===== config.mk =====
export PLATFORM = sky130hd
export DESIGN_NAME = ccl_comparator_ctrl
export DESIGN_NICKNAME = d
export VERILOG_FILES = /design/src/rtl/ccl_sync.v /design/src/rtl/ccl_comparator_ctrl.v
export VERILOG_INCLUDE_DIRS = /design/src /design/src/rtl
export SDC_FILE = /design/constraint.sdc
export NUM_CORES = 1
export LEC_CHECK = 0
export BUFFER_PORTS_ARGS = -buffer_cell sky130_fd_sc_hd__buf_2
export CELL_PAD_IN_SITES_DETAIL_PLACEMENT = 0
export CELL_PAD_IN_SITES_GLOBAL_PLACEMENT = 1
export CORE_UTILIZATION = 35
export CTS_CLUSTER_SIZE = 16
export DETAILED_ROUTE_END_ITERATION = 16
export GPL_ROUTABILITY_DRIVEN = 0
export GPL_TIMING_DRIVEN = 0
export MAX_ROUTING_LAYER = met4
export PLACE_DENSITY_LB_ADDON = 0.1
export RECOVER_POWER = 100
export SLEW_MARGIN = 20
export SYNTH_ARGS = -nofsm -noshare
export SYNTH_HDL_FRONTEND = slang
export SYNTH_SLANG_ARGS = --single-unit

===== constraint.sdc =====
create_clock -name CLK_IN -period 3.5 [get_ports CLK_IN]
set_input_delay 0.175 -clock CLK_IN [delete_from_list [all_inputs] [get_ports CLK_IN]]
set_output_delay 0.175 -clock CLK_IN [all_outputs]
set_load 0.01 [all_outputs]

===== src/rtl/ccl_consts.vh =====
/*
 comparator control constants: register addresses, pages, bit positions,
 reset values. assumes inclusion by bare name from the design files.
*/
`ifndef CCL_CONSTS_VH
`define CCL_CONSTS_VH

`define CCL_ADDR_CTRL 8'h88
`define CCL_ADDR_MODE 8'h89
`define CCL_PAGE_CMP0 8'h01
`define CCL_PAGE_CMP1 8'h02
`define CCL_PAGE_CMP2 8'h03

`define CCL_CTRL_ON_BIT 7
`define CCL_CTRL_LEVEL_BIT 6
`define CCL_CTRL_RISE_BIT 5
`define CCL_CTRL_FALL_BIT 4
`define CCL_CTRL_PHYS_HI 3
`define CCL_CTRL_PHYS_LO 2
`define CCL_CTRL_NHYS_HI 1
`define CCL_CTRL_NHYS_LO 0

`define CCL_MODE_RIE_BIT 5
`define CCL_MODE_FIE_BIT 4
`define CCL_MODE_RESP_HI 1
`define CCL_MODE_RESP_LO 0

`define CCL_CTRL_RESET 8'h00
`define CCL_MODE_RESET 8'h02
`define CCL_RESP_RESET 2'h2
`define CCL_CTRL_WMASK 8'hbf
`define CCL_MODE_WMASK 8'h33

`define CCL_POWERUP_NS 10000
`define CCL_CLK_PERIOD_NS 5

`endif


===== src/rtl/ccl_sync.v =====
/*
 two-flop synchroniser for a vector of asynchronous levels.
 assumes the inputs come from outside the clock domain.
*/
`timescale 1ns/1ps
`default_nettype none

module ccl_sync #(
    parameter WIDTH = 3
) (
    input wire clk_in,
    input wire reset_in,
    input wire [WIDTH-1:0] async_in,
    output wire [WIDTH-1:0] sync_out
);
    reg [WIDTH-1:0] meta_ff;
    reg [WIDTH-1:0] stable_ff;

    always @(posedge clk_in or posedge reset_in) begin
        if (reset_in) begin
            meta_ff <= {WIDTH{1'b0}};
            stable_ff <= {WIDTH{1'b0}};
        end else begin
            meta_ff <= async_in;
            stable_ff <= meta_ff;
        end
    end

    assign sync_out = stable_ff;
endmodule

`default_nettype wire


===== src/rtl/ccl_comparator_ctrl.v =====
/*
 control and status logic for three voltage comparators, reached through
 paged special-function registers at two shared addresses.
 assumes a single-cycle register port on the system clock; the analog
 cores sit outside and deliver asynchronous output levels.
*/
`timescale 1ns/1ps
`default_nettype none
`include "ccl_consts.vh"

module ccl_comparator_ctrl #(
    parameter NUM_CMP = 3
) (
    // clock and reset
    input wire CLK_IN,
    input wire RESET_IN,
    // register port
    input wire [7:0] REG_ADDR_IN,
    input wire [7:0] REG_PAGE_IN,
    input wire REG_WR_IN,
    input wire REG_RD_IN,
    input wire [7:0] REG_WDATA_IN,
    output reg [7:0] REG_RDATA_OUT,
    output reg REG_HIT_OUT,
    // interrupt controller
    input wire [NUM_CMP-1:0] EXT_IRQ_EN_IN,
    output reg [NUM_CMP-1:0] IRQ_REQ_OUT,
    // analog cores
    input wire [NUM_CMP-1:0] CMP_RAW_IN,
    output reg [NUM_CMP-1:0] CMP_ON_OUT,
    output reg [2*NUM_CMP-1:0] POS_HYST_SEL_OUT,
    output reg [2*NUM_CMP-1:0] NEG_HYST_SEL_OUT,
    output reg [2*NUM_CMP-1:0] RESPONSE_MODE_SEL_OUT,
    // output routing
    output reg [NUM_CMP-1:0] CMP_LEVEL_OUT,
    output reg [NUM_CMP-1:0] CMP_PIN_OUT,
    output reg [NUM_CMP-1:0] CMP_RESET_SRC_OUT,
    // power-up settled, informational
    output reg [NUM_CMP-1:0] CMP_READY_OUT
);
    // ------------------------------------------------------------
    // timing
    // ------------------------------------------------------------
    localparam POWERUP_NS = `CCL_POWERUP_NS;
    localparam POWERUP_CYC = (POWERUP_NS + `CCL_CLK_PERIOD_NS - 1) / `CCL_CLK_PERIOD_NS;
    localparam [11:0] POWERUP_MAX = POWERUP_CYC[11:0] - 12'h001;

    // page decode, shared by read and write paths
    function [1:0] page_to_idx;
        input [7:0] page;
        begin
            case (page)
                `CCL_PAGE_CMP0: page_to_idx = 2'h0;
                `CCL_PAGE_CMP1: page_to_idx = 2'h1;
                `CCL_PAGE_CMP2: page_to_idx = 2'h2;
                default: page_to_idx = 2'h3;
            endcase
        end
    endfunction

    // ------------------------------------------------------------
    // synchronise
    // ------------------------------------------------------------
    wire [NUM_CMP-1:0] level_sync;

    ccl_sync #(.WIDTH(NUM_CMP)) u_sync (
        .clk_in(CLK_IN),
        .reset_in(RESET_IN),
        .async_in(CMP_RAW_IN),
        .sync_out(level_sync)
    );

    // ------------------------------------------------------------
    // register decode
    // ------------------------------------------------------------
    wire [1:0] sel_idx = page_to_idx(REG_PAGE_IN);
    wire page_ok = (sel_idx != 2'h3);
    wire hit_ctrl = page_ok && (REG_ADDR_IN == `CCL_ADDR_CTRL);
    wire hit_mode = page_ok && (REG_ADDR_IN == `CCL_ADDR_MODE);

    // one slice per comparator, so every register keeps a single driver
    wire [8*NUM_CMP-1:0] ctrl_all;
    wire [8*NUM_CMP-1:0] mode_all;
    wire [NUM_CMP-1:0] nxt_irq;
    wire [NUM_CMP-1:0] nxt_on;
    wire [2*NUM_CMP-1:0] nxt_phys;
    wire [2*NUM_CMP-1:0] nxt_nhys;
    wire [2*NUM_CMP-1:0] nxt_resp;
    wire [NUM_CMP-1:0] nxt_pin;
    wire [NUM_CMP-1:0] nxt_ready;

    // ------------------------------------------------------------
    // per-comparator state
    // ------------------------------------------------------------
    genvar g;
    generate
        for (g = 0; g < NUM_CMP; g = g + 1) begin : g_cmp
            reg [7:0] ctrl_ff;
            reg [7:0] mode_ff;
            reg prev_ff;
            reg [11:0] pwr_cnt_ff;
            reg [7:0] nxt_ctrl;
            reg [7:0] nxt_mode;
            wire wr_c = REG_WR_IN && hit_ctrl && (sel_idx == g);
            wire wr_m = REG_WR_IN && hit_mode && (sel_idx == g);
            // edges count only while on, so a powered-down core cannot raise flags
            wire rise = ctrl_ff[`CCL_CTRL_ON_BIT] && level_sync[g] && !prev_ff;
            wire fall = ctrl_ff[`CCL_CTRL_ON_BIT] && !level_sync[g] && prev_ff;

            always @* begin
                nxt_ctrl = ctrl_ff;
                if (wr_c) begin
                    nxt_ctrl = REG_WDATA_IN & `CCL_CTRL_WMASK;
                end
                // set beats a simultaneous software clear
                if (rise) begin
                    nxt_ctrl[`CCL_CTRL_RISE_BIT] = 1'b1;
                end
                if (fall) begin
                    nxt_ctrl[`CCL_CTRL_FALL_BIT] = 1'b1;
                end
                nxt_ctrl[`CCL_CTRL_LEVEL_BIT] = 1'b0;
            end

            always @* begin
                nxt_mode = mode_ff;
                if (wr_m) begin
                    nxt_mode = REG_WDATA_IN & `CCL_MODE_WMASK;
                end
            end

            always @(posedge CLK_IN or posedge RESET_IN) begin
                if (RESET_IN) begin
                    ctrl_ff <= `CCL_CTRL_RESET;
                    mode_ff <= `CCL_MODE_RESET;
                    prev_ff <= 1'b0;
                    pwr_cnt_ff <= 12'h000;
                end else begin
                    ctrl_ff <= nxt_ctrl;
                    mode_ff <= nxt_mode;
                    prev_ff <= level_sync[g];
                    // settling is software's duty; this only reports elapsed time
                    if (!ctrl_ff[`CCL_CTRL_ON_BIT]) begin
                        pwr_cnt_ff <= 12'h000;
                    end else if (pwr_cnt_ff != POWERUP_MAX) begin
                        pwr_cnt_ff <= pwr_cnt_ff + 12'h001;
                    end
                end
            end

            assign ctrl_all[8*g+7:8*g] = ctrl_ff;
            assign mode_all[8*g+7:8*g] = mode_ff;
            // request level follows the enabled, gated sticky flags
            assign nxt_irq[g] = EXT_IRQ_EN_IN[g] && (
                (nxt_ctrl[`CCL_CTRL_RISE_BIT] && mode_ff[`CCL_MODE_RIE_BIT]) ||
                (nxt_ctrl[`CCL_CTRL_FALL_BIT] && mode_ff[`CCL_MODE_FIE_BIT]));
            assign nxt_on[g] = nxt_ctrl[`CCL_CTRL_ON_BIT];
            assign nxt_phys[2*g+1:2*g] = nxt_ctrl[`CCL_CTRL_PHYS_HI:`CCL_CTRL_PHYS_LO];
            assign nxt_nhys[2*g+1:2*g] = nxt_ctrl[`CCL_CTRL_NHYS_HI:`CCL_CTRL_NHYS_LO];
            assign nxt_resp[2*g+1:2*g] = nxt_mode[`CCL_MODE_RESP_HI:`CCL_MODE_RESP_LO];
            // pin forced low while shut down
            assign nxt_pin[g] = ctrl_ff[`CCL_CTRL_ON_BIT] && level_sync[g];
            assign nxt_ready[g] = ctrl_ff[`CCL_CTRL_ON_BIT] &&
                (pwr_cnt_ff == POWERUP_MAX);
        end
    endgenerate

    // ------------------------------------------------------------
    // output registers
    // ------------------------------------------------------------
    always @(posedge CLK_IN or posedge RESET_IN) begin
        if (RESET_IN) begin
            IRQ_REQ_OUT <= {NUM_CMP{1'b0}};
            CMP_ON_OUT <= {NUM_CMP{1'b0}};
            POS_HYST_SEL_OUT <= {2*NUM_CMP{1'b0}};
            NEG_HYST_SEL_OUT <= {2*NUM_CMP{1'b0}};
            RESPONSE_MODE_SEL_OUT <= {NUM_CMP{`CCL_RESP_RESET}};
            CMP_LEVEL_OUT <= {NUM_CMP{1'b0}};
            CMP_PIN_OUT <= {NUM_CMP{1'b0}};
            CMP_RESET_SRC_OUT <= {NUM_CMP{1'b0}};
            CMP_READY_OUT <= {NUM_CMP{1'b0}};
        end else begin
            IRQ_REQ_OUT <= nxt_irq;
            CMP_ON_OUT <= nxt_on;
            POS_HYST_SEL_OUT <= nxt_phys;
            NEG_HYST_SEL_OUT <= nxt_nhys;
            RESPONSE_MODE_SEL_OUT <= nxt_resp;
            CMP_LEVEL_OUT <= level_sync;
            CMP_PIN_OUT <= nxt_pin;
            CMP_RESET_SRC_OUT <= nxt_pin;
            CMP_READY_OUT <= nxt_ready;
        end
    end

    // ------------------------------------------------------------
    // read path
    // ------------------------------------------------------------
    // a loop over slices keeps an unmapped page from indexing past the end
    integer i;
    reg [7:0] nxt_rdata;
    always @* begin
        nxt_rdata = 8'h00;
        for (i = 0; i < NUM_CMP; i = i + 1) begin
            if (hit_ctrl && (sel_idx == i)) begin
                nxt_rdata = ctrl_all[8*i +: 8];
                nxt_rdata[`CCL_CTRL_LEVEL_BIT] = level_sync[i];
            end else if (hit_mode && (sel_idx == i)) begin
                nxt_rdata = mode_all[8*i +: 8];
            end
        end
    end

    always @(posedge CLK_IN or posedge RESET_IN) begin
        if (RESET_IN) begin
            REG_RDATA_OUT <= 8'h00;
            REG_HIT_OUT <= 1'b0;
        end else begin
            REG_RDATA_OUT <= REG_RD_IN ? nxt_rdata : 8'h00;
            REG_HIT_OUT <= (REG_RD_IN || REG_WR_IN) && (hit_ctrl || hit_mode);
        end
    end
endmodule

`default_nettype wire


Word-level counts from Yosys, hierarchy flattened
Cells that the tools add are included.
- flip-flop bits (word level): 120
- word-level logic and storage cells: 126
- multiplexer cells: 26
- add/sub/neg operators: 3
- reduce and logical (&&, ||, !) cells: 53
- eq/ne operators: 17
- operator list (cell ; count):
    12-bit 2-to-1 mux ; 6
    8-bit 2-to-1 mux ; 9
    1-bit logical AND ; 41
    12-bit by 1-bit adder with 12-bit output (second input constant) ; 3
    12-bit by 11-bit equality test with 1-bit output (second input constant) ; 3
    12-bit by 11-bit inequality test with 1-bit output (second input constant) ; 3
    8-bit by 2-bit equality test with 1-bit output (second input constant) ; 2
    8-bit equality test (second input constant) ; 2
    8-bit by 1-bit equality test with 1-bit output (second input constant) ; 1
    1-bit logical NOT ; 6
    1-bit 2-to-1 mux ; 6
    2-bit 2-to-1 mux ; 3
    6-bit 2-to-1 mux ; 1
    2-bit by 1-bit inequality test with 1-bit output (second input constant) ; 3
    2-bit case mux with 3 select lines ; 1
    1-bit logical OR ; 5
    2-bit by 1-bit equality test with 1-bit output (second input constant) ; 1
    2-bit equality test (second input constant) ; 1
    2-bit logical NOT ; 1
    2-bit inequality test (second input constant) ; 1

Longest topological paths before layout
Gate-level depths: netlist (run 1).
- depth after elaboration: 12
- mapped depth: 6

Modules after synthesis
Synthesis (run 1) repeated with hierarchy kept, for this count alone.
- cells, all modules: 423
- area, all modules: 4535.6 um2
- by module, submodules not included (module ; sequential area each (um2) ; cells an instance ; area an instance (um2) ; instances):
    ccl_comparator_ctrl ; 2255.9 ; 416 ; 4381.7 ; 1
    ccl_sync ; 150.1 ; 7 ; 153.9 ; 1

Worst setup path after synthesis (run 1)
OpenSTA, ideal clock, no wires.
- kind: input port to flip-flop
- from: input port REG_PAGE_IN[4]
- to: register IRQ_REQ_OUT[0]
- arrival time: 1.814 ns
- cell stages on the path: 6
- slack: 1.564 ns
- library setup time: 0.122 ns
- buffers on the path: 1
- cell sequence: or3_4 or2_1 buf_6 or3_1 a211o_1 a32o_1
- cells in the longest elaborated chain, start to end: 11
- ends and longest elaborated chain (element ; line ; RTL):
    start: declaration ; ccl_comparator_ctrl.v:19 ; input wire [7:0] REG_PAGE_IN,
    8-bit by 2-bit equality test with 1-bit output / 8-bit by 1-bit equality test with 1-bit output (equally long branches) ; ccl_comparator_ctrl.v:52 ; case (page)
    2-bit case mux with 3 select lines * ; ccl_comparator_ctrl.v:52 ;
    2-bit inequality test ; ccl_comparator_ctrl.v:77 ; wire page_ok = (sel_idx != 2'h3);
    1-bit logical AND ; ccl_comparator_ctrl.v:78 ; wire hit_ctrl = page_ok && (REG_ADDR_IN == `CCL_ADDR_CTRL);
    1-bit logical AND ; ccl_comparator_ctrl.v:104 ; wire wr_c = REG_WR_IN && hit_ctrl && (sel_idx == g);
    1-bit logical AND * ; ccl_comparator_ctrl.v:104 ;
    8-bit 2-to-1 mux * ; ccl_comparator_ctrl.v:112 ; if (wr_c) begin
    1-bit 2-to-1 mux * ; ccl_comparator_ctrl.v:116 ; if (rise) begin
    net g_cmp[0].nxt_ctrl[5] ; ccl_comparator_ctrl.v:102 ; reg [7:0] nxt_ctrl;
    1-bit logical AND * ; ccl_comparator_ctrl.v:155 ; (nxt_ctrl[`CCL_CTRL_RISE_BIT] && mode_ff[`CCL_MODE_RIE_BIT]) ||
    1-bit logical OR * ; ccl_comparator_ctrl.v:155 ;
    1-bit logical AND * ; ccl_comparator_ctrl.v:154 ; assign nxt_irq[g] = EXT_IRQ_EN_IN[g] && (
    net nxt_irq[0] ; ccl_comparator_ctrl.v:84 ; wire [NUM_CMP-1:0] nxt_irq;
    end signal: assignment ; ccl_comparator_ctrl.v:173 ; IRQ_REQ_OUT <= {NUM_CMP{1'b0}};
    end signal: assignment ; ccl_comparator_ctrl.v:183 ; IRQ_REQ_OUT <= nxt_irq;
    end: declaration ; ccl_comparator_ctrl.v:27 ; output reg [NUM_CMP-1:0] IRQ_REQ_OUT,
The timed path passes the listed nets; every way through them passes the cells marked *.
A chain may end at the register's enable or synchronous reset.

Worst setup path after layout (run 1)
- from: input port REG_ADDR_IN[1]
- to: register IRQ_REQ_OUT[2]
- cells in the longest elaborated chain, start to end: 9
- ends and longest elaborated chain (element ; line ; RTL):
    start: declaration ; ccl_comparator_ctrl.v:18 ; input wire [7:0] REG_ADDR_IN,
    8-bit equality test (no line) ; -- ;
    1-bit logical AND ; ccl_comparator_ctrl.v:78 ;
    1-bit logical AND (2 in a row) ; ccl_comparator_ctrl.v:104 ;
    8-bit 2-to-1 mux ; ccl_comparator_ctrl.v:112 ;
    1-bit 2-to-1 mux ; ccl_comparator_ctrl.v:119 ; if (fall) begin
    net g_cmp[2].nxt_ctrl[4] ; ccl_comparator_ctrl.v:102 ;
    1-bit logical AND ; ccl_comparator_ctrl.v:156 ; (nxt_ctrl[`CCL_CTRL_FALL_BIT] && mode_ff[`CCL_MODE_FIE_BIT]));
    1-bit logical OR ; ccl_comparator_ctrl.v:155 ;
    1-bit logical AND ; ccl_comparator_ctrl.v:154 ;
    net nxt_irq[2] ; ccl_comparator_ctrl.v:84 ;
The timed path passes the listed nets, and every way through them passes these cells.

==> impl_metrics.xml, run 1 <==
<?xml version="1.0" encoding="UTF-8"?>
<metrics>
  <group name="critical_path">
    <metric name="ff2ff_path_depth" unit="">6</metric>
    <metric name="path_max_fanout" unit="">9</metric>
    <metric name="critical-path-slowest-cell" unit="">sky130_fd_sc_hd__nor3_1</metric>
    <metric name="cp.arrival" unit="ps">2760</metric>
    <metric name="sort_of_element_at_the_start_of_the_critical_path" unit="">input port</metric>
    <metric name="slowest_delay" unit="ps">1140</metric>
    <metric name="crit_path_end_kind" unit="">register</metric>
    <metric name="crit_required" unit="ps">3730</metric>
    <metric name="worst_path_dominant_cell_family" unit="">simple AND/OR/NAND/NOR gates</metric>
    <metric name="crit-reg2reg-launch" unit="">g_cmp[1].pwr_cnt_ff[0]</metric>
    <metric name="cp.buffers_inverters" unit="">1</metric>
    <metric name="timing.critical_path.cells" unit="">buf_2 &gt; nor4_1 &gt; o2111ai_1 &gt; nor3_1 &gt; o21ai_0 &gt; a32o_1</metric>
    <metric name="timing.reg2reg.setup_slack" unit="ps">1480</metric>
    <metric name="rr_endpoint" unit="">g_cmp[1].pwr_cnt_ff[3]</metric>
    <metric name="path_class" unit="">input port to register</metric>
  </group>
  <group name="timing">
    <metric name="slew_headroom" unit="%">12.9</metric>
    <metric name="slew_viol_final" unit="">0</metric>
    <metric name="rsz0062_at_grt" unit="">false</metric>
    <metric name="finalWorstSetupSlack" unit="ps">970</metric>
    <metric name="finalSetupViolCount" unit="">0</metric>
    <metric name="finalClockSkew" unit="ps">8.47</metric>
    <metric name="min_period_over_period" unit="%">72.3</metric>
    <metric name="period_minus_slack" unit="ps">2530</metric>
    <metric name="worst_slew_pin_slew" unit="ps">1300</metric>
    <metric name="clock.fmax" unit="MHz">395</metric>
    <metric name="finalHoldViolCount" unit="">0</metric>
  </group>
  <group name="finish">
    <metric name="fin_area" unit="sq um">5360</metric>
    <metric name="num-fill-cells" unit="">1224</metric>
    <metric name="nets" unit="">529</metric>
    <metric name="combined_area_of_the_multi_input_logic_cells" unit="sq um">1770</metric>
    <metric name="regArea" unit="sq um">2410</metric>
    <metric name="layout-area-overhead-vs-synth" unit="%">19.5</metric>
    <metric name="n_antenna_cell" unit="">0</metric>
    <metric name="drive_gt1_share" unit="%">24.3</metric>
  </group>
  <group name="logic_synthesis">
    <metric name="synth_top_area_cell" unit="">sky130_fd_sc_hd__dfrtp_1</metric>
    <metric name="ys_top_cells_by_area" unit="">sky130_fd_sc_hd__dfrtp_1 52%, sky130_fd_sc_hd__mux2_2 7.3%, sky130_fd_sc_hd__buf_4 4.5%, sky130_fd_sc_hd__nor2_1 2.7%, sky130_fd_sc_hd__and2_1 2.7%</metric>
    <metric name="syn-mean-instance-area" unit="sq um">11.2</metric>
    <metric name="synth.lib_cells_used.distinct" unit="">49</metric>
    <metric name="cells_after_synth" unit="">399</metric>
    <metric name="most_common_cell_in_the_netlist" unit="">sky130_fd_sc_hd__dfrtp_1</metric>
    <metric name="ys_seq_area_share" unit="%">53.7</metric>
    <metric name="synth-warning-count" unit="">0</metric>
    <metric name="synth_top_area_share" unit="%">51.9</metric>
    <metric name="ys_dominant_reg_cell" unit="">sky130_fd_sc_hd__dfrtp_1</metric>
    <metric name="synth_top_cells_by_count" unit="">93 x sky130_fd_sc_hd__dfrtp_1, 32 x sky130_fd_sc_hd__nor2_1, 29 x sky130_fd_sc_hd__mux2_2</metric>
    <metric name="synth_nets" unit="">436</metric>
    <metric name="synth_enable_flop_cells" unit="">0</metric>
    <metric name="synth-seq-cells" unit="">96</metric>
    <metric name="post_synth_instance_area" unit="sq um">4480</metric>
    <metric name="postSynth.asyncResetShare" unit="%">100</metric>
  </group>
  <group name="pwr">
    <metric name="cellLeakagePower" unit="nW">2.51</metric>
    <metric name="power_density" unit="nW/um^2">440</metric>
    <metric name="fin_total_pwr" unit="W">0.00236</metric>
    <metric name="vdd_drop_max" unit="V">0.000262</metric>
  </group>
  <group name="clock_network">
    <metric name="clkSlewWorstSetupHoldPaths" unit="ps">70</metric>
    <metric name="resized_after_cts" unit="">0</metric>
    <metric name="clock_sink_count" unit="">96</metric>
    <metric name="tritoncts.num_buffers" unit="">9</metric>
    <metric name="cts_tree" unit="">yes</metric>
    <metric name="cts.repair_timing.setup_buffer_count" unit="">0</metric>
    <metric name="post_cts_hold_buffer_count" unit="">4</metric>
    <metric name="clk_latency" unit="ps">350</metric>
    <metric name="htreeDepth" unit="">3</metric>
    <metric name="clock_root_buffer" unit="">sky130_fd_sc_hd__clkbuf_16</metric>
    <metric name="cts-root-to-sink-buffers" unit="">2</metric>
  </group>
  <group name="die">
    <metric name="fp-row-count" unit="">40</metric>
    <metric name="floorplan.die_area" unit="sq um">13300</metric>
    <metric name="die_h" unit="microns">115</metric>
    <metric name="floorplan.die.width" unit="microns">115</metric>
    <metric name="io_pins" unit="">79</metric>
    <metric name="core_area" unit="sq um">12300</metric>
    <metric name="initial_core_util" unit="%">36.6</metric>
  </group>
  <group name="drt">
    <metric name="drt_first_pass_iters" unit="">4</metric>
    <metric name="dr_total_vias" unit="">3137</metric>
    <metric name="postRouteWirelength" unit="microns">9970</metric>
    <metric name="antenna_left" unit="">0</metric>
    <metric name="vias_per_cell" unit="">4.72</metric>
    <metric name="detail_route.wl_per_cell" unit="microns">15.0</metric>
    <metric name="drt_first_iter_violations" unit="">178</metric>
    <metric name="drc_errors" unit="">0</metric>
  </group>
  <group name="placed_design">
    <metric name="port-buffer-count" unit="">77</metric>
    <metric name="dp_slack" unit="ps">1100</metric>
    <metric name="dpl.hpwl" unit="microns">7130</metric>
    <metric name="dpl-instance-area" unit="sq um">5120</metric>
  </group>
  <group name="grt">
    <metric name="overflow" unit="">0</metric>
    <metric name="antenna_found_initial" unit="">0</metric>
    <metric name="grt_pass1_vias" unit="">3147</metric>
    <metric name="grt_start_max_net_pins" unit="">73</metric>
    <metric name="grt_util_all_layers" unit="%">16.9</metric>
    <metric name="grt_first_pass_wirelength" unit="microns">16200</metric>
  </group>
  <group name="worst_hold_path">
    <metric name="hold_path.class" unit="">input port to register</metric>
    <metric name="holdPathEnd" unit="">g_cmp[2].ctrl_ff[7]</metric>
    <metric name="hold_path_startpoint" unit="">REG_WDATA_IN[7]</metric>
    <metric name="cell_count_of_the_worst_hold_path" unit="">3</metric>
  </group>
  <group name="status">
    <metric name="outcome" unit="">complete, no violations</metric>
  </group>
  <group name="flow_run">
    <metric name="drv_cap" unit="">0</metric>
  </group>
</metrics>
==> flip-flops by register name (all words and copies together) (netlist names) <==
name                   count
g_cmp.pwr_cnt_ff          36
g_cmp.ctrl_ff              9
REG_RDATA_OUT              8
g_cmp.mode_ff              7
NEG_HYST_SEL_OUT           5
POS_HYST_SEL_OUT           5
RESPONSE_MODE_SEL_OUT      5
CMP_LEVEL_OUT              3
CMP_READY_OUT              3
CMP_RESET_SRC_OUT          3
IRQ_REQ_OUT                3
u_sync.meta_ff             3
u_sync.sync_out            3
CMP_ON_OUT                 2
REG_HIT_OUT                1
==> layout by cell type, fill, tap and decap left out, types with 9 or more instances in the layout <==
master / netlist / final
sky130_fd_sc_hd__dfrtp_1: 93 / 93
sky130_fd_sc_hd__buf_2: 0 / 46
sky130_fd_sc_hd__clkbuf_1: 7 / 40
sky130_fd_sc_hd__nor2_1: 32 / 35
sky130_fd_sc_hd__mux2_2: 29 / 29
sky130_fd_sc_hd__nand2_1: 26 / 26
sky130_fd_sc_hd__buf_4: 27 / 16
sky130_fd_sc_hd__and2_0: 0 / 15
sky130_fd_sc_hd__xnor2_1: 13 / 13
sky130_fd_sc_hd__xor2_1: 13 / 13
sky130_fd_sc_hd__o21ai_0: 12 / 12
sky130_fd_sc_hd__nand3_1: 11 / 11
sky130_fd_sc_hd__clkbuf_4: 0 / 11
sky130_fd_sc_hd__inv_1: 11 / 10
sky130_fd_sc_hd__mux2i_1: 9 / 9
sky130_fd_sc_hd__clkbuf_16: 0 / 9
==> worst min-delay path: cells and delay by family <==
family / cells / cell delay [ps]
buffers and inverters: 1 / 100
AND/OR/NAND/NOR: 1 / 40
AO/OA/AOI/OAI: 1 / 60
==> metal layers <==
metal	global-route usage, %	routed length (microns)	up-vias
li1	-	-	1550
met1	21.8	4780	1523
met2	25.3	4730	55
met3	4.38	357	9
met4	6.84	100	0
met5	-	0	-
==> report_power, final <==
part / switching [W] / internal (W)
clock network: 0.000414 / 0.000504
registers: 0.0000712 / 0.00118
logic: 0.0000973 / 0.0000946
total: 0.000582 / 0.00177
==> kinds of logic after synthesis <==
kind of cell	after synthesis	share of synthesized area (%)
compound gates	44	6.98
xor+xnor	26	5.08
fa+ha+maj	3	0.837
buf+inv	46	6.28
flops	96	53.7
mux	38	9.29
simple gates	146	17.9
==> worst max path at each step <==
stage	cells after the start	endpoint	slack (ps)	start
4_1_cts	6	IRQ_REQ_OUT[2]	1500	REG_ADDR_IN[1]
5_1_grt	6	IRQ_REQ_OUT[2]	840	REG_ADDR_IN[1]
2_1_floorplan	1	CMP_LEVEL_OUT[0]	820	RESET_IN
3_5_place_dp	6	IRQ_REQ_OUT[2]	1100	REG_ADDR_IN[1]
3_3_place_gp	2	REG_RDATA_OUT[3]	-390	RESET_IN
6_report	6	IRQ_REQ_OUT[2]	970	REG_ADDR_IN[1]
==> through the flow <==
stage / setup TNS (ps) / utilization (%) / hold WS [ps] / std cells
3_3_place_gp: -35450 / 41.4 / 286 / 644
6_report: 0 / 43.7 / 73.3 / 665
5_1_grt: 0 / 43.7 / 65.7 / 665
3_5_place_dp: 0 / 41.7 / 152 / 645
4_1_cts: 0 / 44.3 / 63.5 / 665
2_1_floorplan: 0 / - / 206 / 399
==> area by class of cell <==
class | instances | area share (%)
clock inverters | 4 | 0.584
well taps | 168 | 3.92
flip-flops and latches | 96 | 44.9
inverters | 11 | 0.794
repair buffers | 82 | 7.73
clock buffers | 12 | 4.60
multi-input cells | 257 | 33.0
plain buffers | 35 | 4.48
Note: power is estimated with default switching activity, not from simulation.
==> run 2: changes to the inputs <==
--- a/config.mk
+++ b/config.mk
@@ -6,6 +6,7 @@
 export SDC_FILE = /design/constraint.sdc
 export NUM_CORES = 1
 export LEC_CHECK = 0
+export ABC_AREA = 1
 export BUFFER_PORTS_ARGS = -buffer_cell sky130_fd_sc_hd__buf_2
 export CELL_PAD_IN_SITES_DETAIL_PLACEMENT = 0
 export CELL_PAD_IN_SITES_GLOBAL_PLACEMENT = 1
==> constraint.sdc (replaced) <==
create_clock -name CLK_IN -period 2.1 [get_ports CLK_IN]
set_input_delay 0.105 -clock CLK_IN [delete_from_list [all_inputs] [get_ports CLK_IN]]
set_output_delay 0.105 -clock CLK_IN [all_outputs]
set_load 0.01 [all_outputs]
==> run 2 against run 1 <==
Net effect:
- via count up 24%
- total power up 57%
- combinational power down 25%
- critical endpoint is now CMP_ON_OUT[1]
- clock skew down 4.2 ps
==> impl_metrics.xml, run 2 <==
<?xml version="1.0" encoding="UTF-8"?>
<metrics>
  <group name="grt">
    <metric name="antenna_found_initial" unit="">0</metric>
    <metric name="grt_util_all_layers" unit="%">17.8</metric>
    <metric name="overflow" unit="">0</metric>
    <metric name="grt_pass1_vias" unit="">3748</metric>
    <metric name="grt_start_max_net_pins" unit="">25</metric>
    <metric name="grt_first_pass_wirelength" unit="microns">18700</metric>
  </group>
  <group name="finish">
    <metric name="layout-area-overhead-vs-synth" unit="%">20.3</metric>
    <metric name="final_common_cell" unit="">sky130_fd_sc_hd__nand2_1</metric>
    <metric name="layout_top_registers" unit="">g_cmp.pwr_cnt_ff: 36 flops, g_cmp.ctrl_ff: 9 flops, REG_RDATA_OUT: 8 flops</metric>
    <metric name="largest_register_ffs" unit="">36</metric>
    <metric name="most-common-layout-cells" unit="">110 x sky130_fd_sc_hd__nand2_1, 93 x sky130_fd_sc_hd__dfrtp_1, 74 x sky130_fd_sc_hd__inv_1</metric>
    <metric name="max_flop_register" unit="">g_cmp.pwr_cnt_ff</metric>
    <metric name="nets" unit="">691</metric>
    <metric name="final_core_utilization" unit="%">42.9</metric>
    <metric name="n_antenna_cell" unit="">0</metric>
    <metric name="drive_gt1_share" unit="%">16.7</metric>
  </group>
  <group name="drt">
    <metric name="drt_first_pass_iters" unit="">4</metric>
    <metric name="detail_route.wl_per_cell" unit="microns">13.5</metric>
    <metric name="postRouteWirelength" unit="microns">11300</metric>
    <metric name="vias_per_cell" unit="">4.66</metric>
    <metric name="met2_wirelength" unit="microns">5410</metric>
    <metric name="drc_errors" unit="">0</metric>
    <metric name="dr_total_vias" unit="">3887</metric>
    <metric name="drt_first_iter_violations" unit="">223</metric>
    <metric name="detail_route.wirelength.met1" unit="microns">5340</metric>
    <metric name="dr.max_layer_used" unit="">met4</metric>
    <metric name="dr_wl_met3" unit="microns">402</metric>
    <metric name="antenna_left" unit="">0</metric>
  </group>
  <group name="placed_design">
    <metric name="port-buffer-count" unit="">76</metric>
    <metric name="dpl.hpwl" unit="microns">8640</metric>
  </group>
  <group name="logic_synthesis">
    <metric name="post_synth_instance_area" unit="sq um">4710</metric>
    <metric name="post_synthesis_xor_xnor_area_fraction" unit="%">0.558</metric>
    <metric name="synth_mux_area_share" unit="%">0</metric>
    <metric name="synth_simple_gate_area_share" unit="%">24.9</metric>
    <metric name="synth_enable_flop_cells" unit="">0</metric>
    <metric name="synth_top_cells_by_count" unit="">108 x sky130_fd_sc_hd__nand2_1, 93 x sky130_fd_sc_hd__dfrtp_1, 75 x sky130_fd_sc_hd__inv_1</metric>
    <metric name="most_common_cell_in_the_netlist" unit="">sky130_fd_sc_hd__nand2_1</metric>
    <metric name="synth-seq-cells" unit="">96</metric>
    <metric name="cells_after_synth" unit="">557</metric>
    <metric name="synth-warning-count" unit="">0</metric>
    <metric name="synth-compound-area-share" unit="%">10.9</metric>
    <metric name="synth_top_area_share" unit="%">49.4</metric>
    <metric name="synth.lib_cells_used.distinct" unit="">41</metric>
    <metric name="ys_seq_area_share" unit="%">51.1</metric>
    <metric name="synth_nets" unit="">594</metric>
    <metric name="syn-mean-instance-area" unit="sq um">8.45</metric>
    <metric name="synth_top_area_cell" unit="">sky130_fd_sc_hd__dfrtp_1</metric>
    <metric name="largest_family_of_logic_cells_by_synthesized_area" unit="">simple AND/OR/NAND/NOR gates</metric>
    <metric name="postSynth.asyncResetShare" unit="%">100</metric>
    <metric name="post_synth_fa_ha_maj_area_fraction" unit="%">0.797</metric>
    <metric name="ys_top_cells_by_area" unit="">sky130_fd_sc_hd__dfrtp_1 49%, sky130_fd_sc_hd__nand2_1 8.6%, sky130_fd_sc_hd__inv_1 6.0%, sky130_fd_sc_hd__nand3_1 4.6%, sky130_fd_sc_hd__buf_4 4.5%</metric>
    <metric name="ys_dominant_reg_cell" unit="">sky130_fd_sc_hd__dfrtp_1</metric>
  </group>
  <group name="critical_path">
    <metric name="cp.buffers_inverters" unit="">4</metric>
    <metric name="critPathMostFrequentCell" unit="">sky130_fd_sc_hd__nand2_1</metric>
    <metric name="timing.reg2reg.setup_slack" unit="ps">340</metric>
    <metric name="timing.critical_path.cells" unit="">buf_2 &gt; inv_1 &gt; nand2_1 &gt; nor2_1 &gt; nand2_1 &gt; nor2_8 &gt; nand3_1 &gt; clkinvlp_2 &gt; nand2_1 &gt; buf_2 &gt; nand2_1 &gt; o21ai_0</metric>
    <metric name="crit_required" unit="ps">2320</metric>
    <metric name="path_max_fanout" unit="">10</metric>
    <metric name="path_class" unit="">input port to register</metric>
    <metric name="worst_path_dominant_cell_family" unit="">simple AND/OR/NAND/NOR gates</metric>
    <metric name="rr_endpoint" unit="">g_cmp[0].pwr_cnt_ff[10]</metric>
    <metric name="critical-path-slowest-cell" unit="">sky130_fd_sc_hd__clkinvlp_2</metric>
    <metric name="cp.arrival" unit="ps">2050</metric>
    <metric name="crit_path_end_kind" unit="">register</metric>
    <metric name="sort_of_element_at_the_start_of_the_critical_path" unit="">input port</metric>
    <metric name="slowest_delay" unit="ps">380</metric>
    <metric name="crit-reg2reg-launch" unit="">g_cmp[0].pwr_cnt_ff[1]</metric>
    <metric name="ff2ff_path_depth" unit="">8</metric>
  </group>
  <group name="timing">
    <metric name="period_minus_slack" unit="ps">1820</metric>
    <metric name="totalNegativeSetupSlack" unit="ps">0</metric>
    <metric name="slew_viol_final" unit="">0</metric>
    <metric name="min_period_over_period" unit="%">86.9</metric>
    <metric name="finalSetupViolCount" unit="">0</metric>
    <metric name="rsz0062_at_grt" unit="">false</metric>
    <metric name="slew_headroom" unit="%">44.5</metric>
    <metric name="finalClockSkew" unit="ps">4.25</metric>
    <metric name="worst_slew_pin_slew" unit="ps">828</metric>
    <metric name="clock.fmax" unit="MHz">548</metric>
    <metric name="finalHoldViolCount" unit="">0</metric>
  </group>
  <group name="clock_network">
    <metric name="htreeDepth" unit="">3</metric>
    <metric name="tritoncts.num_buffers" unit="">9</metric>
    <metric name="clock_sink_count" unit="">96</metric>
    <metric name="clkSlewWorstSetupHoldPaths" unit="ps">70</metric>
    <metric name="cts_tree" unit="">yes</metric>
    <metric name="clock_root_buffer" unit="">sky130_fd_sc_hd__clkbuf_16</metric>
    <metric name="cts-root-to-sink-buffers" unit="">2</metric>
    <metric name="clk_latency" unit="ps">350</metric>
  </group>
  <group name="flow_run">
    <metric name="drv_cap" unit="">0</metric>
  </group>
  <group name="worst_hold_path">
    <metric name="cell_count_of_the_worst_hold_path" unit="">2</metric>
    <metric name="holdPathEnd" unit="">IRQ_REQ_OUT[2]</metric>
    <metric name="hold_path.class" unit="">input port to register</metric>
    <metric name="hold_path_startpoint" unit="">EXT_IRQ_EN_IN[2]</metric>
  </group>
  <group name="pwr">
    <metric name="vdd_drop_max" unit="V">0.000404</metric>
    <metric name="power_density" unit="nW/um^2">654</metric>
    <metric name="cellLeakagePower" unit="nW">2.67</metric>
    <metric name="fin_total_pwr" unit="W">0.00370</metric>
  </group>
  <group name="die">
    <metric name="fp-row-count" unit="">42</metric>
    <metric name="die_h" unit="microns">118</metric>
    <metric name="floorplan.die.width" unit="microns">118</metric>
    <metric name="floorplan.die_area" unit="sq um">13900</metric>
    <metric name="core_area" unit="sq um">13200</metric>
    <metric name="io_pins" unit="">79</metric>
    <metric name="initial_core_util" unit="%">35.7</metric>
  </group>
  <group name="status">
    <metric name="outcome" unit="">complete, no violations</metric>
  </group>
</metrics>
## run 2: worst max-delay path by stage
| stage | from | end | slack, ps | cells after the start |
|---|---|---|---|---|
| floorplan | g_cmp[0].pwr_cnt_ff[0] | g_cmp[0].pwr_cnt_ff[10] | 570 | 8 |
| global placement | RESET_IN | IRQ_REQ_OUT[1] | 140 | 2 |
| finish | REG_ADDR_IN[6] | CMP_ON_OUT[1] | 280 | 12 |
| global route | REG_ADDR_IN[6] | POS_HYST_SEL_OUT[2] | 70 | 12 |
| detailed placement | REG_ADDR_IN[6] | CMP_ON_OUT[1] | 340 | 12 |
| CTS | g_cmp[0].pwr_cnt_ff[1] | g_cmp[0].pwr_cnt_ff[10] | 330 | 8 |
## run 2: layout make-up
class                   instances  area [sq um]
clock inverters                 2          37.5
flip-flops and latches         96          2410
repair buffers                 86           468
fillers                      1348          7530
clock buffers                  13           270
well taps                     176           220
multi-input cells             344          1710
plain buffers                  37           248
inverters                      80           303
## run 2: power breakdown
part	switching [W]	internal (W)	leakage, nW
sequential	0.00000616	0.00186	1.28
combinational	0.0000896	0.0000540	1.24
clock	0.000682	0.00101	0.148
## run 2: cells by family (layout without fill, tap and decap cells)
| family | Yosys count | in the layout |
|---|---|---|
| XOR/XNOR | 3 | 3 |
| adder cells (fa/ha/maj) | 3 | 3 |
| AND/OR/NAND/NOR | 243 | 243 |
| buffers and inverters | 117 | 218 |
| flip-flops | 96 | 96 |
| AO/OA/AOI/OAI | 95 | 95 |
## run 2: per-layer routing
metal	track usage, %	up-vias
met5	-	-
met4	4.57	0
met3	4.70	12
met2	28.2	78
met1	22.4	1804
li1	-	1993
## run 2: through the flow
step | hold WS (ps) | setup WS (ps) | instances | cell area [sq um]
2_1_floorplan | 136 | 570 | 557 | 4710
3_3_place_gp | 215 | 143 | 809 | 5310
3_5_place_dp | 146 | 337 | 813 | 5420
4_1_cts | 0.272 | 328 | 832 | 5760
5_1_grt | 12.1 | 74.1 | 834 | 5660
6_report | 12.2 | 276 | 834 | 5660
## run 2: worst register-to-register path, stage by stage (launching register included)
cell and delay (ps):
sky130_fd_sc_hd__dfrtp_1 380, sky130_fd_sc_hd__ha_1 190, sky130_fd_sc_hd__nand2_1 60, sky130_fd_sc_hd__nor2_1 150
sky130_fd_sc_hd__nand2_1 120, sky130_fd_sc_hd__nor4_1 370, sky130_fd_sc_hd__nand3_1 150, sky130_fd_sc_hd__o21ai_0 180
sky130_fd_sc_hd__a21oi_1 50
## run 2: what timing repair did
action | CTS | global route
hold buffers | 4 | 2
endpoints found under the hold margin | 17 | 2
buffers inserted | 0 | 0
resized for setup | 0 | 0
==> run 3: changes to the inputs <==
--- a/config.mk
+++ b/config.mk
@@ -18,6 +18,7 @@
 export MAX_ROUTING_LAYER = met4
 export PLACE_DENSITY_LB_ADDON = 0.1
 export RECOVER_POWER = 100
+export SETUP_SLACK_MARGIN = 0.5
 export SLEW_MARGIN = 20
 export SYNTH_ARGS = -nofsm -noshare
 export SYNTH_HDL_FRONTEND = slang
==> run 3 against run 2 <==
Net effect:
- die area did not move
- worst setup slack improved by 11 ps
- total power about the same
- final cell count grew 0.96%
- flip-flop and latch count did not move
- first-iteration DRC count is 13% higher
- register-to-register slack got worse by 50 ps
- combinational power about the same
- routed wire length up 2.3%
- clock-buffer cell count stayed put
- non-clock buffer count grew 8
- largest cell class unchanged
==> impl_metrics.xml, run 3 (synthesized netlist as in run 2, its figures left out) <==
<?xml version="1.0" encoding="UTF-8"?>
<metrics>
  <group name="die">
    <metric name="io_pins" unit="">79</metric>
    <metric name="fp-row-count" unit="">42</metric>
    <metric name="initial_core_util" unit="%">35.7</metric>
    <metric name="core_area" unit="sq um">13200</metric>
    <metric name="floorplan.die_area" unit="sq um">13900</metric>
    <metric name="die_h" unit="microns">118</metric>
    <metric name="floorplan.die.width" unit="microns">118</metric>
  </group>
  <group name="flow_run">
    <metric name="drv_cap" unit="">0</metric>
  </group>
  <group name="critical_path">
    <metric name="timing.reg2reg.setup_slack" unit="ps">290</metric>
    <metric name="cp.arrival" unit="ps">2050</metric>
    <metric name="path_class" unit="">register to register</metric>
    <metric name="path_max_fanout" unit="">3</metric>
    <metric name="critical-path-slowest-cell" unit="">sky130_fd_sc_hd__dfrtp_1</metric>
    <metric name="critPathMostFrequentCell" unit="">sky130_fd_sc_hd__nand2_2</metric>
    <metric name="crit_path_end_kind" unit="">register</metric>
    <metric name="cp.buffers_inverters" unit="">0</metric>
    <metric name="sort_of_element_at_the_start_of_the_critical_path" unit="">register</metric>
    <metric name="timing.critical_path.cells" unit="">ha_1 &gt; nand2_2 &gt; nor2_1 &gt; nand2_2 &gt; nor4_4 &gt; nand3_1 &gt; o21ai_0 &gt; a21oi_1</metric>
    <metric name="crit_required" unit="ps">2330</metric>
    <metric name="worst_path_dominant_cell_family" unit="">simple AND/OR/NAND/NOR gates</metric>
    <metric name="slowest_delay" unit="ps">380</metric>
  </group>
  <group name="finish">
    <metric name="instances_no_fill" unit="">842</metric>
    <metric name="largest_register_ffs" unit="">36</metric>
    <metric name="n_antenna_cell" unit="">0</metric>
    <metric name="final_common_cell" unit="">sky130_fd_sc_hd__nand2_1</metric>
    <metric name="drive_gt1_share" unit="%">19.1</metric>
    <metric name="max_flop_register" unit="">g_cmp.pwr_cnt_ff</metric>
    <metric name="most-common-layout-cells" unit="">107 x sky130_fd_sc_hd__nand2_1, 93 x sky130_fd_sc_hd__dfrtp_1, 74 x sky130_fd_sc_hd__inv_1</metric>
    <metric name="final_core_utilization" unit="%">43.8</metric>
    <metric name="nets" unit="">699</metric>
    <metric name="layout_top_registers" unit="">g_cmp.pwr_cnt_ff: 36 flops, g_cmp.ctrl_ff: 9 flops, REG_RDATA_OUT: 8 flops</metric>
    <metric name="layout-area-overhead-vs-synth" unit="%">22.6</metric>
    <metric name="fin_area" unit="sq um">5770</metric>
  </group>
  <group name="timing">
    <metric name="worst_slew_pin_slew" unit="ps">826</metric>
    <metric name="min_period_over_period" unit="%">86.3</metric>
    <metric name="finalClockSkew" unit="ps">4.27</metric>
    <metric name="period_minus_slack" unit="ps">1810</metric>
    <metric name="slew_headroom" unit="%">44.7</metric>
    <metric name="finalHoldViolCount" unit="">0</metric>
    <metric name="totalNegativeSetupSlack" unit="ps">0</metric>
    <metric name="slew_viol_final" unit="">0</metric>
    <metric name="rsz0062_at_grt" unit="">true</metric>
    <metric name="clock.fmax" unit="MHz">551</metric>
    <metric name="finalSetupViolCount" unit="">0</metric>
  </group>
  <group name="clock_network">
    <metric name="cts-root-to-sink-buffers" unit="">2</metric>
    <metric name="htreeDepth" unit="">3</metric>
    <metric name="clock_root_buffer" unit="">sky130_fd_sc_hd__clkbuf_16</metric>
    <metric name="clkSlewWorstSetupHoldPaths" unit="ps">70</metric>
    <metric name="clock_sink_count" unit="">96</metric>
    <metric name="clk_latency" unit="ps">350</metric>
    <metric name="tritoncts.num_buffers" unit="">9</metric>
    <metric name="cts_tree" unit="">yes</metric>
  </group>
  <group name="drt">
    <metric name="vias_per_cell" unit="">4.69</metric>
    <metric name="drt_first_pass_iters" unit="">4</metric>
    <metric name="postRouteWirelength" unit="microns">11500</metric>
    <metric name="detail_route.wl_per_cell" unit="microns">13.7</metric>
    <metric name="dr_total_vias" unit="">3950</metric>
    <metric name="drt_first_iter_violations" unit="">251</metric>
    <metric name="drc_errors" unit="">0</metric>
    <metric name="antenna_left" unit="">0</metric>
  </group>
  <group name="pwr">
    <metric name="power_density" unit="nW/um^2">642</metric>
    <metric name="cellLeakagePower" unit="nW">2.74</metric>
    <metric name="fin_total_pwr" unit="W">0.00371</metric>
    <metric name="vdd_drop_max" unit="V">0.000404</metric>
  </group>
  <group name="grt">
    <metric name="overflow" unit="">0</metric>
    <metric name="grt_first_pass_wirelength" unit="microns">18800</metric>
    <metric name="grt_start_max_net_pins" unit="">25</metric>
    <metric name="grt_util_all_layers" unit="%">17.8</metric>
    <metric name="grt_pass1_vias" unit="">3752</metric>
    <metric name="antenna_found_initial" unit="">0</metric>
  </group>
  <group name="placed_design">
    <metric name="placed_cells" unit="">813</metric>
    <metric name="dpl-instance-area" unit="sq um">5420</metric>
    <metric name="dpl.hpwl" unit="microns">8640</metric>
    <metric name="port-buffer-count" unit="">76</metric>
  </group>
  <group name="worst_hold_path">
    <metric name="hold_path.class" unit="">input port to register</metric>
  </group>
  <group name="status">
    <metric name="outcome" unit="">complete, no violations</metric>
  </group>
</metrics>
-- run 3: cell count changes in the layout (fill, tap and decap cells not counted), moves of 2 or more --
cell and delta:
sky130_fd_sc_hd__nand2_1 -3, sky130_fd_sc_hd__buf_4 +7, sky130_fd_sc_hd__nand3_1 -2, sky130_fd_sc_hd__nand2_2 +3
-- run 3: layer usage --
metal / GRT usage (%) / up-vias / share of wire [%]
li1: - / 2021 / -
met2: 28.5 / 73 / 48
met3: 4.70 / 10 / 3.8
met4: 4.57 / 0 / 1.1
met1: 22.4 / 1846 / 47
met5: - / - / 0
-- run 3: through the flow --
stage	setup WS, ps	hold WS (ps)
finish	287	11.7
global route	186	12.1
CTS	460	0.272
detailed placement	337	146
global placement	143	215
floorplan	570	136
-- run 3: path summary, 6_finish.rpt --
kind / from / end / depth (start not counted)
worst min register to register: u_sync.meta_ff[1] / u_sync.sync_out[1] / 0
max in group asynchronous: RESET_IN / g_cmp[1].pwr_cnt_ff[0] / 5
worst min-delay path: EXT_IRQ_EN_IN[2] / IRQ_REQ_OUT[2] / 2
worst max-delay path: g_cmp[0].pwr_cnt_ff[1] / g_cmp[0].pwr_cnt_ff[10] / 8
min in group asynchronous: RESET_IN / CMP_READY_OUT[2] / 3
worst max register to register: g_cmp[0].pwr_cnt_ff[1] / g_cmp[0].pwr_cnt_ff[10] / 8
-- run 3: layout make-up --
| cell class | instances | area, sq um |
|---|---|---|
| multi-input combinational | 344 | 1760 |
| clock inverter | 2 | 37.5 |
| sequential | 96 | 2410 |
| tap | 176 | 220 |
| timing repair buffer | 94 | 528 |
| fill | 1345 | 7420 |
| inverter | 80 | 304 |
| buffer | 37 | 249 |
| clock buffer | 13 | 270 |
-- run 3: where the power goes --
group / switching (W) / internal (W)
combinational: 0.0000899 / 0.0000540
clock: 0.000683 / 0.00101
sequential: 0.00000618 / 0.00186
-- run 3: timing repair --
item,in CTS,in global routing
setup buffers,0,8
gates cloned,0,0
endpoints found under the hold margin,17,2
hold buffers,4,2
endpoints found under the setup margin,6,12
gates resized for setup,5,21
pin swaps,0,10
